<file path="src/ebba_regs.svh">
// constants of the event binning unit: widths, bin counts, table defaults
// assumes a single 50 MHz system clock and synchronous front-end handshakes
`ifndef EBBA_REGS_SVH
`define EBBA_REGS_SVH
`define EBBA_VAL_W 8
`define EBBA_NTEL 2
`define EBBA_NFE 4
`define EBBA_NBINS 32
`define EBBA_NSTORED 31
`define EBBA_NSTAGE 32
`define EBBA_LAST_BIN 8'h1F
`define EBBA_IMPL_LO 8'h00
`define EBBA_IMPL_HI 8'hFF
`define EBBA_BOUND_INIT 248'hF7EFE7DFD7CFC7BFB7AFA79F978F877F776F675F574F473F372F271F170F07
`endif

</file>
<file path="src/ebba_pkg.sv">
// types shared by the event binning unit
// assumes ebba_regs.svh supplies the widths
`include "ebba_regs.svh"
package ebba_pkg;
    // one increment request towards counter logic
    typedef struct packed {
        logic src;
        logic [`EBBA_VAL_W-1:0] idx;
    } ebba_inc_t;

    // one slot of the comparison pipeline
    typedef struct packed {
        logic valid;
        logic done;
        logic src;
        logic [`EBBA_VAL_W-1:0] value;
        logic [`EBBA_VAL_W-1:0] idx;
    } ebba_stage_t;

    typedef enum logic {
        EBBA_PRIO_FE0,
        EBBA_PRIO_FE1
    } ebba_prio_t;
endpackage : ebba_pkg

</file>
<file path="src/ebba_binning.sv">
// two-telescope event binning unit: arbiter, boundary compare pipeline, output buffer
// assumes front ends and counter logic share mclk_i and honour valid/ready
`timescale 1ns/100ps
`include "ebba_regs.svh"
module ebba_binning #(
    parameter logic [`EBBA_NSTORED*`EBBA_VAL_W-1:0] BOUND_INIT = `EBBA_BOUND_INIT
) (
    // clock and reset
    input wire logic mclk_i,
    input wire logic nrst_i,
    // per-telescope mode, 1 = 32 bins
    input wire logic [`EBBA_NTEL-1:0] compress_i,
    // detector_front_end event inputs
    input wire logic [`EBBA_NFE-1:0] evt_valid_i,
    input wire logic [`EBBA_NFE-1:0][`EBBA_VAL_W-1:0] evt_data_i,
    output logic [`EBBA_NFE-1:0] evt_ready_o,
    // counter increment outputs
    output logic [`EBBA_NTEL-1:0] inc_valid_o,
    output ebba_pkg::ebba_inc_t [`EBBA_NTEL-1:0] inc_data_o,
    input wire logic [`EBBA_NTEL-1:0] inc_ready_i,
    // per telescope: nothing held, buffered or past the entry slot
    output logic [`EBBA_NTEL-1:0] idle_o
);

    // one search step: stops at first boundary not below the value
    function automatic ebba_pkg::ebba_stage_t ebba_step(
        input ebba_pkg::ebba_stage_t s,
        input logic [`EBBA_VAL_W-1:0] b,
        input logic [`EBBA_VAL_W-1:0] k
    );
        ebba_pkg::ebba_stage_t r;
        r = s;
        if (s.valid && !s.done && (s.value <= b)) begin
            r.idx = k;
            r.done = 1'b1;
        end
        return r;
    endfunction : ebba_step

    // entry slot: full mode passes the value, compressed presets last bin
    function automatic ebba_pkg::ebba_stage_t ebba_entry(
        input logic v,
        input logic src,
        input logic [`EBBA_VAL_W-1:0] d,
        input logic cmp
    );
        ebba_pkg::ebba_stage_t r;
        r.valid = v;
        r.src = src;
        r.value = d;
        r.done = ~cmp;
        r.idx = cmp ? `EBBA_LAST_BIN : d;
        return r;
    endfunction : ebba_entry

    genvar t;
    generate
        for (t = 0; t < `EBBA_NTEL; t++) begin : g_tel
            // front ends 2t and 2t+1 share this table
            // nets: each bit comes from its own slot instance
            wire [1:0] hold_v_ff;
            wire [1:0] nxt_hold_v;
            logic [1:0] gnt;
            wire [`EBBA_VAL_W-1:0] hold_d_ff [0:1];
            ebba_pkg::ebba_prio_t prio_ff;
            ebba_pkg::ebba_prio_t nxt_prio;
            // explicit boundaries only, indices 0..30
            logic [`EBBA_VAL_W-1:0] bound_ff [0:`EBBA_NSTORED-1];
            ebba_pkg::ebba_stage_t pipe_ff [0:`EBBA_NSTAGE-1];
            ebba_pkg::ebba_stage_t nxt_entry;
            // two-entry output buffer, head drives the port
            logic head_v_ff;
            logic tail_v_ff;
            ebba_pkg::ebba_inc_t head_ff;
            logic nxt_head_v;
            logic nxt_tail_v;
            ebba_pkg::ebba_inc_t last_inc;
            logic idle_ff;
            logic nxt_idle;
            logic [`EBBA_NSTAGE-1:0] busy;

            wire both = hold_v_ff[0] & hold_v_ff[1];
            wire pick1 = both ? (prio_ff == ebba_pkg::EBBA_PRIO_FE1) : hold_v_ff[1];
            wire last_v = pipe_ff[`EBBA_NSTAGE-1].valid;
            wire buf_in_rdy = ~tail_v_ff;
            // stall only when the last slot cannot leave; loses no word
            wire adv = ~last_v | buf_in_rdy;
            wire take = adv & (|hold_v_ff);
            wire push = adv & last_v;
            wire [`EBBA_VAL_W-1:0] sel_d = pick1 ? hold_d_ff[1] : hold_d_ff[0];

            assign gnt[0] = take & ~pick1;
            assign gnt[1] = take & pick1;
            assign nxt_prio = take ? (pick1 ? ebba_pkg::EBBA_PRIO_FE0 : ebba_pkg::EBBA_PRIO_FE1) : prio_ff;
            assign nxt_entry = ebba_entry(take, pick1, sel_d, compress_i[t]);
            assign last_inc.src = pipe_ff[`EBBA_NSTAGE-1].src;
            assign last_inc.idx = pipe_ff[`EBBA_NSTAGE-1].idx;

            // per-input holding slot; ready is registered so a slot takes 1 per 2 cycles
            genvar j;
            for (j = 0; j < 2; j++) begin : g_in
                ebba_slot ebba_slot_inst (
                    .mclk_i(mclk_i),
                    .nrst_i(nrst_i),
                    .evt_valid_i(evt_valid_i[2*t+j]),
                    .evt_data_i(evt_data_i[2*t+j]),
                    .evt_ready_o(evt_ready_o[2*t+j]),
                    .gnt_i(gnt[j]),
                    .hold_v_o(hold_v_ff[j]),
                    .hold_d_o(hold_d_ff[j]),
                    .nxt_hold_v_o(nxt_hold_v[j])
                );
            end

            // same design-time table for every telescope and particle type
            genvar b;
            for (b = 0; b < `EBBA_NSTORED; b++) begin : g_bound
                always_ff @(posedge mclk_i) begin
                    if (!nrst_i) begin
                        bound_ff[b] <= BOUND_INIT[b*`EBBA_VAL_W +: `EBBA_VAL_W];
                    end
                end
            end

            always_ff @(posedge mclk_i) begin
                if (!nrst_i) begin
                    prio_ff <= ebba_pkg::EBBA_PRIO_FE0;
                end else begin
                    prio_ff <= nxt_prio;
                end
            end

            // entry slot
            always_ff @(posedge mclk_i) begin
                if (!nrst_i) begin
                    pipe_ff[0] <= '0;
                end else if (adv) begin
                    pipe_ff[0] <= nxt_entry;
                end
            end

            // one boundary per stage, ascending; full mode passes through done
            genvar k;
            for (k = 0; k < `EBBA_NSTORED; k++) begin : g_cmp
                always_ff @(posedge mclk_i) begin
                    if (!nrst_i) begin
                        pipe_ff[k+1] <= '0;
                    end else if (adv) begin
                        pipe_ff[k+1] <= ebba_step(pipe_ff[k], bound_ff[k], 8'(k));
                    end
                end
            end

            // output buffer: a stalled counter side costs no word
            ebba_obuf ebba_obuf_inst (
                .mclk_i(mclk_i),
                .nrst_i(nrst_i),
                .push_i(push),
                .data_i(last_inc),
                .ready_i(inc_ready_i[t]),
                .head_v_o(head_v_ff),
                .head_o(head_ff),
                .tail_v_o(tail_v_ff),
                .nxt_head_v_o(nxt_head_v),
                .nxt_tail_v_o(nxt_tail_v)
            );

            // idle when nothing held, buffered or in flight past the entry slot
            genvar p;
            for (p = 0; p < `EBBA_NSTAGE; p++) begin : g_busy
                assign busy[p] = pipe_ff[p].valid;
            end
            assign nxt_idle = ~(|nxt_hold_v) & ~(|busy) & ~nxt_head_v & ~nxt_tail_v;

            always_ff @(posedge mclk_i) begin
                if (!nrst_i) begin
                    idle_ff <= 1'b1;
                end else begin
                    idle_ff <= nxt_idle;
                end
            end

            assign inc_valid_o[t] = head_v_ff;
            assign inc_data_o[t] = head_ff;
            assign idle_o[t] = idle_ff;
        end
    endgenerate

    // implicit 0 never needs a compare; implicit 255 is the preset last bin

endmodule : ebba_binning

// one event holding slot per front end
// ready is registered: one take every two cycles, which the shared
// pipe can still absorb since two slots alternate
module ebba_slot (
    // clock and reset
    input wire logic mclk_i,
    input wire logic nrst_i,
    // front-end handshake
    input wire logic evt_valid_i,
    input wire logic [`EBBA_VAL_W-1:0] evt_data_i,
    output logic evt_ready_o,
    // towards the arbiter
    input wire logic gnt_i,
    output logic hold_v_o,
    output logic [`EBBA_VAL_W-1:0] hold_d_o,
    output logic nxt_hold_v_o
);
    logic hold_v_ff;
    logic rdy_ff;
    logic [`EBBA_VAL_W-1:0] hold_d_ff;
    wire cap = rdy_ff & evt_valid_i;
    wire nxt_hold_v = (hold_v_ff & ~gnt_i) | cap;

    always_ff @(posedge mclk_i) begin
        if (!nrst_i) begin
            hold_v_ff <= 1'b0;
            rdy_ff <= 1'b0;
            hold_d_ff <= 8'h00;
        end else begin
            hold_v_ff <= nxt_hold_v;
            rdy_ff <= ~nxt_hold_v;
            if (cap) begin
                hold_d_ff <= evt_data_i;
            end
        end
    end

    assign evt_ready_o = rdy_ff;
    assign hold_v_o = hold_v_ff;
    assign hold_d_o = hold_d_ff;
    assign nxt_hold_v_o = nxt_hold_v;

endmodule : ebba_slot

// two-entry increment buffer; head drives the port
// tail only fills while the head waits, so a full tail means stall
module ebba_obuf (
    // clock and reset
    input wire logic mclk_i,
    input wire logic nrst_i,
    // from the last pipeline slot
    input wire logic push_i,
    input wire ebba_pkg::ebba_inc_t data_i,
    // towards counter logic
    input wire logic ready_i,
    output logic head_v_o,
    output ebba_pkg::ebba_inc_t head_o,
    // fill state for stall and idle logic
    output logic tail_v_o,
    output logic nxt_head_v_o,
    output logic nxt_tail_v_o
);
    logic head_v_ff;
    logic tail_v_ff;
    ebba_pkg::ebba_inc_t head_ff;
    ebba_pkg::ebba_inc_t tail_ff;
    logic nxt_head_v;
    logic nxt_tail_v;
    ebba_pkg::ebba_inc_t nxt_head;
    ebba_pkg::ebba_inc_t nxt_tail;
    wire pop = head_v_ff & ready_i;

    // head refilled from tail or directly from the pipe
    always_comb begin
        nxt_head_v = head_v_ff;
        nxt_head = head_ff;
        nxt_tail_v = tail_v_ff;
        nxt_tail = tail_ff;
        if (pop) begin
            nxt_head_v = tail_v_ff;
            nxt_head = tail_ff;
            nxt_tail_v = 1'b0;
        end
        if (push_i) begin
            if (!nxt_head_v) begin
                nxt_head_v = 1'b1;
                nxt_head = data_i;
            end else begin
                nxt_tail_v = 1'b1;
                nxt_tail = data_i;
            end
        end
    end

    always_ff @(posedge mclk_i) begin
        if (!nrst_i) begin
            head_v_ff <= 1'b0;
            tail_v_ff <= 1'b0;
            head_ff <= '0;
            tail_ff <= '0;
        end else begin
            head_v_ff <= nxt_head_v;
            tail_v_ff <= nxt_tail_v;
            head_ff <= nxt_head;
            tail_ff <= nxt_tail;
        end
    end

    assign head_v_o = head_v_ff;
    assign head_o = head_ff;
    assign tail_v_o = tail_v_ff;
    assign nxt_head_v_o = nxt_head_v;
    assign nxt_tail_v_o = nxt_tail_v;

endmodule : ebba_obuf

</file>
<file path="config.mk">
export PLATFORM = sky130hd
export DESIGN_NAME = ebba_binning
export DESIGN_NICKNAME = d
export VERILOG_FILES = /design/src/ebba_pkg.sv /design/src/ebba_binning.sv
export VERILOG_INCLUDE_DIRS = /design/src
export SDC_FILE = /design/constraint.sdc
export NUM_CORES = 2
export LEC_CHECK = 0
export ABC_CLOCK_PERIOD_IN_PS = 22700
export BUFFER_PORTS_ARGS = -buffer_cell sky130_fd_sc_hd__clkbuf_2
export CAP_MARGIN = 5
export CELL_PAD_IN_SITES_DETAIL_PLACEMENT = 1
export CELL_PAD_IN_SITES_GLOBAL_PLACEMENT = 1
export CORE_MARGIN = 2
export CORE_UTILIZATION = 35
export CTS_CLUSTER_SIZE = 28
export DETAILED_ROUTE_END_ITERATION = 6
export PLACE_DENSITY = 0.65
export SETUP_SLACK_MARGIN = 0.02
export SYNTH_ARGS = -nofsm -noshare
export SYNTH_HDL_FRONTEND = slang
export SYNTH_HIERARCHICAL = 1
export SYNTH_SLANG_ARGS = --single-unit
</file>
<file path="constraint.sdc">
create_clock -name mclk_i -period 22.7 [get_ports mclk_i]
set_input_delay 1.135 -clock mclk_i [delete_from_list [all_inputs] [get_ports mclk_i]]
set_output_delay 1.135 -clock mclk_i [all_outputs]
set_load 0.01 [all_outputs]
</file>
### Word level (Yosys, flattened, before mapping)

Memory sizes are Yosys's and may differ from the RTL's.
Cells that the tools add are included.

| word-level totals | value |
|---|---|
| flip-flop bits (word level) | 84 |
| RAM bits | 1,526 |
| output and inout port bits | 26 |
| memories kept | 4 |

| cells by class | value |
|---|---|
| order comparisons | 62 |
| mux-type cells | 467 |
| bitwise logic cells | 120 |
| reduce and logical (&&, ||, !) cells | 194 |

Memory list:

| memory | words | width | read ports | clocked after Yosys merged registers in | wr ports | line | source |
|---|---|---|---|---|---|---|---|
| g_tel[0].pipe_ff | 32 | 19 | 32 | 0 | 32 | ebba_binning.sv:69 | `` ebba_pkg::ebba_stage_t pipe_ff [0:`EBBA_NSTAGE-1]; `` |
| g_tel[1].pipe_ff | 32 | 19 | 32 | 0 | 32 | ebba_binning.sv:69 |  |
| g_tel[0].bound_ff | 31 | 5 | 31 | 0 | 31 | ebba_binning.sv:68 | `` logic [`EBBA_VAL_W-1:0] bound_ff [0:`EBBA_NSTORED-1]; `` |
| g_tel[1].bound_ff | 31 | 5 | 31 | 0 | 31 | ebba_binning.sv:68 |  |

Operator list:

| operator | count |
|---|---|
| $mux 8 | 190 |
| $mux 19 | 64 |
| $le 8x8->1 | 62 |
| $mux 1 | 207 |
| $logic_and 1x1->1 | 124 |
| $or 1x1->1 | 70 |
| $reduce_or 32->1 | 2 |
| $logic_not 1->1 | 62 |
| $mux 9 | 6 |
| $and 1x1->1 | 26 |
| $not 1->1 | 24 |
| $reduce_or 2->1 | 4 |
| $reduce_and 2->1 | 2 |

### Longest topological paths before layout

An unclocked memory read counts as a cell.

| depth | value |
|---|---|
| word-level depth | 13 |
| depth in mapped cells | 9 |
| gate-level depth less buffers | 8 |

### By module

The synthesis kept the hierarchy.

Modules (own cells, without submodules):

| module | instances | cells an instance | area an instance (um^2) | sequential area each (um^2) |
|---|---|---|---|---|
| ebba_binning | 1 | 2,705 | 39,680.6 | 30,469.2 |
| ebba_obuf | 2 | 116 | 967.2 | 400.4 |
| ebba_slot | 4 | 44 | 399.1 | 200.2 |

### Worst setup path before layout

Ideal clock, no wire load.

| path | value |
|---|---|
| path type | input -> register |
| from | input nrst_i |
| to | memory g_tel[1].pipe_ff[0][0] (netlist name) (enable) |
| library setup time | 4.873 ns |
| data arrival time | 13.044 ns |
| slack | 4.784 ns |
| cell stages on the path | 5 |
| path buffers | 4 |
| cells stage by stage | buf_2 buf_2 buf_2 buf_2 nand3_1 |

RTL lines:

| element | line | source |
|---|---|---|
| start: declaration | ebba_binning.sv:10 | `input wire logic nrst_i,` |
| end: declaration | ebba_binning.sv:69 |  |

==> run metrics <==
post-synth top area cell edfxtp_1; Post-DP Area 44830 um2; total core area 122200 um2; Worst setup EP type flip-flop; Primary FF master, synth edfxtp_1; Post-Syn Nets 3155; DRT antenna net count 0; die width 355.4 um; status completed; initial core utilization 35.36%; clk_lat worst skew 0.69 ns; pwr dens 83.34 nW/um2; post-CTS setup buffers 0; grt ovf 0; total wire length 80210 um; skew final 0.02074 ns; HPWL Detailed 47280 um; Gate Count Post-Synth 3113; area grow syn2layout 11.98%; Post-CTS Hold Fix Bufs 0; Seq. cell area 32070 um2; CTS tree done; TritonCTS Buffers 113; flops & latches, synth 1096; Peak supply drop 0.07245 mV; drt first pass iters 5; Post-synth EDFFs 1012; clock share of power 43.8%; Hold Violations, Final 0; post_cts resized 0; crit path kind primary input to flip-flop; drc violations 0; DR iter-0 viols 1929; f_max 229.6 MHz; GP Congestion 0.6957; Arrival @ worst endpoint 4.66 ns; total of max-cap violations 0; R2R Setup Slk 18.59 ns; worst rel slew slack 14.30%; Via density 4.900; Sequential Power Share 54.5%; placed insts 4615; final net count 3147; Pleak 20.90 nW; Setup Viol. Count Final 0; Synth top area share 70.33%; WHS 0.4470 ns; RSZ-0062 raised after global routing false; Switching Fraction 20.68%; CTS max path bufs 3; most common cell in the netlist edfxtp_1; final worst path period share 19.19%; # clock sinks 1096; number of synthesis warnings 6; ranking of synthesized cells by area edfxtp_1 70%, and3_1 6.8%, and2_1 4.3%; Layout Cell Area excl Fill 48390 um2; Final Max Slew Viols 0; syn avg cell area 13.88 um2; Comb power frac 1.7%; Buffers on Ports 67; vias in the first global route 24690; Worst-path clk slew 0.06 ns; Seq/Total Area, Yosys 74.22%; setup tns final 0 ns; Die Y 355.4 um; Finished Layout Cells 4832; initial antenna violation count 3; synthesized cell area 43210 um2; design internal power 3.199 mW; post-route minimum period 4.356 ns; Critical Path Start Type primary input; fillers 12450; Multi-input gate area 9998 um2; Root Buffer clkbuf_16; worst-path fanout max 194; Boundary Pins 68; Worst-Margin Slew 1.286 ns; # rows 128; share of layout cells above drive strength 1 9.641%; first-pass GRT wire length 129900 um; Data required, critical path 23.01 ns; Post-synth ARST share 0%; switching pwr 833.8 uW; WL per Instance 16.60 um; Clock H-tree levels 3; GRT Overall Usage 12.58%; Die Area 126300 um2; Post-synth top cells 1012 x edfxtp_1, 471 x and3_1, 465 x nor2_1; pin count of the biggest net entering global routing 212; post-synth cell types 63; Tot Pwr 4.033 mW; DR vias 23680; min-delay worst type flip-flop to flip-flop
layout make-up:
cell class / instances / share of cell area (%)
flip-flops and latches: 1096 / 66.28
multi-input cells: 1760 / 20.66
clock buffers: 155 / 6.418
well taps: 1625 / 4.202
repair buffers: 93 / 1.195
clock inverters: 60 / 0.9179
inverters: 41 / 0.3180
diodes: 2 / 0.01034
critical path: stages:
cell,delay [ns]
buf_8,0.16
nand3_4,0.54
buf_12,0.78
buf_4,0.91
buf_4,0.81
sequential cells by signal, indices dropped and copies added (netlist names), 4 cells and up:
signal,count
g_tel.g_in.ebba_slot_inst/evt_ready_o,4
g_tel.pipe_ff,1012
g_tel.g_in.ebba_slot_inst/hold_v_o,4
g_tel.g_in.ebba_slot_inst/hold_d_o,32
g_tel.ebba_obuf_inst/head_o,18
g_tel.ebba_obuf_inst/tail_ff,18
routing by layer:
layer  track usage, %  wire, um
met1            16.52     35730
met2            21.52     39790
met3            2.221      3200
met4            3.220      1501
met5                0         0
cell usage in the layout (no fill, tap or decap), types with 6 or more instances in the layout:
cell type | synthesis | routed
edfxtp_1 | 1012 | 1012
nor2_1 | 465 | 465
and3b_1 | 11 | 11
nand3_1 | 46 | 44
clkbuf_2 | 2 | 66
clkinv_2 | 0 | 19
dfxtp_1 | 84 | 84
clkinv_1 | 2 | 30
buf_4 | 11 | 23
a21o_1 | 8 | 8
clkbuf_1 | 122 | 30
nor2b_1 | 10 | 10
nor4_1 | 21 | 21
o21a_1 | 7 | 7
nor2_2 | 6 | 6
a311oi_1 | 18 | 18
clkbuf_16 | 0 | 113
and3_1 | 471 | 471
o21ai_1 | 44 | 44
mux2i_1 | 16 | 16
o31ai_1 | 6 | 6
nand2b_1 | 26 | 26
nor3_1 | 7 | 7
o21ai_0 | 26 | 26
a21oi_1 | 81 | 81
nand4_1 | 40 | 40
inv_1 | 37 | 37
a31oi_1 | 10 | 10
nand2_1 | 70 | 68
a311oi_2 | 6 | 6
clkbuf_8 | 0 | 12
and2_1 | 298 | 298
stage by stage:
| step | utilization, % | worst slack, ns |
|---|---|---|
| floorplan | - | 4.784 |
| global route | 39.59 | 18.07 |
| finish | 39.60 | 18.34 |
| detailed placement | 36.69 | 17.61 |
| CTS | 39.59 | 18.35 |
| global placement | 36.69 | 17.68 |
final timing paths:
check | startpoint | end | depth (start not counted)
setup / recovery | nrst_i | g_tel[0].pipe_ff[0][193] | 5
hold / removal | g_tel[0].g_in[1].ebba_slot_inst/hold_d_o[0] | g_tel[0].g_in[1].ebba_slot_inst/hold_d_o[0] | 2
setup reg to reg | g_tel[0].pipe_ff[1][303] | g_tel[0].pipe_ff[0][193] | 4
hold reg to reg | g_tel[0].g_in[1].ebba_slot_inst/hold_d_o[0] | g_tel[0].g_in[1].ebba_slot_inst/hold_d_o[0] | 2
kinds of logic (layout without fill, tap and decap cells):
kind of cell | after synthesis | count (layout) | synth area share [%]
buf+inv | 257 | 349 | 2.759
simple gates | 1502 | 1502 | 18.85
other cells | 0 | 2 | 0
flops | 1096 | 1096 | 74.22
compound gates | 242 | 242 | 3.802
mux | 16 | 16 | 0.3706
power groups by stage:
stage                     clock (mW)  sequential (mW)  combinational (mW)
after floorplan                    0             2.23              0.0530
after global placement             0             2.24              0.0686
after detailed placement           0             2.24              0.0700
after CTS                       1.82             2.20              0.0704
after global routing            1.89             2.20              0.0776
final                           1.77             2.20              0.0685
No activity file was read; power rests on OpenSTA's default activity.
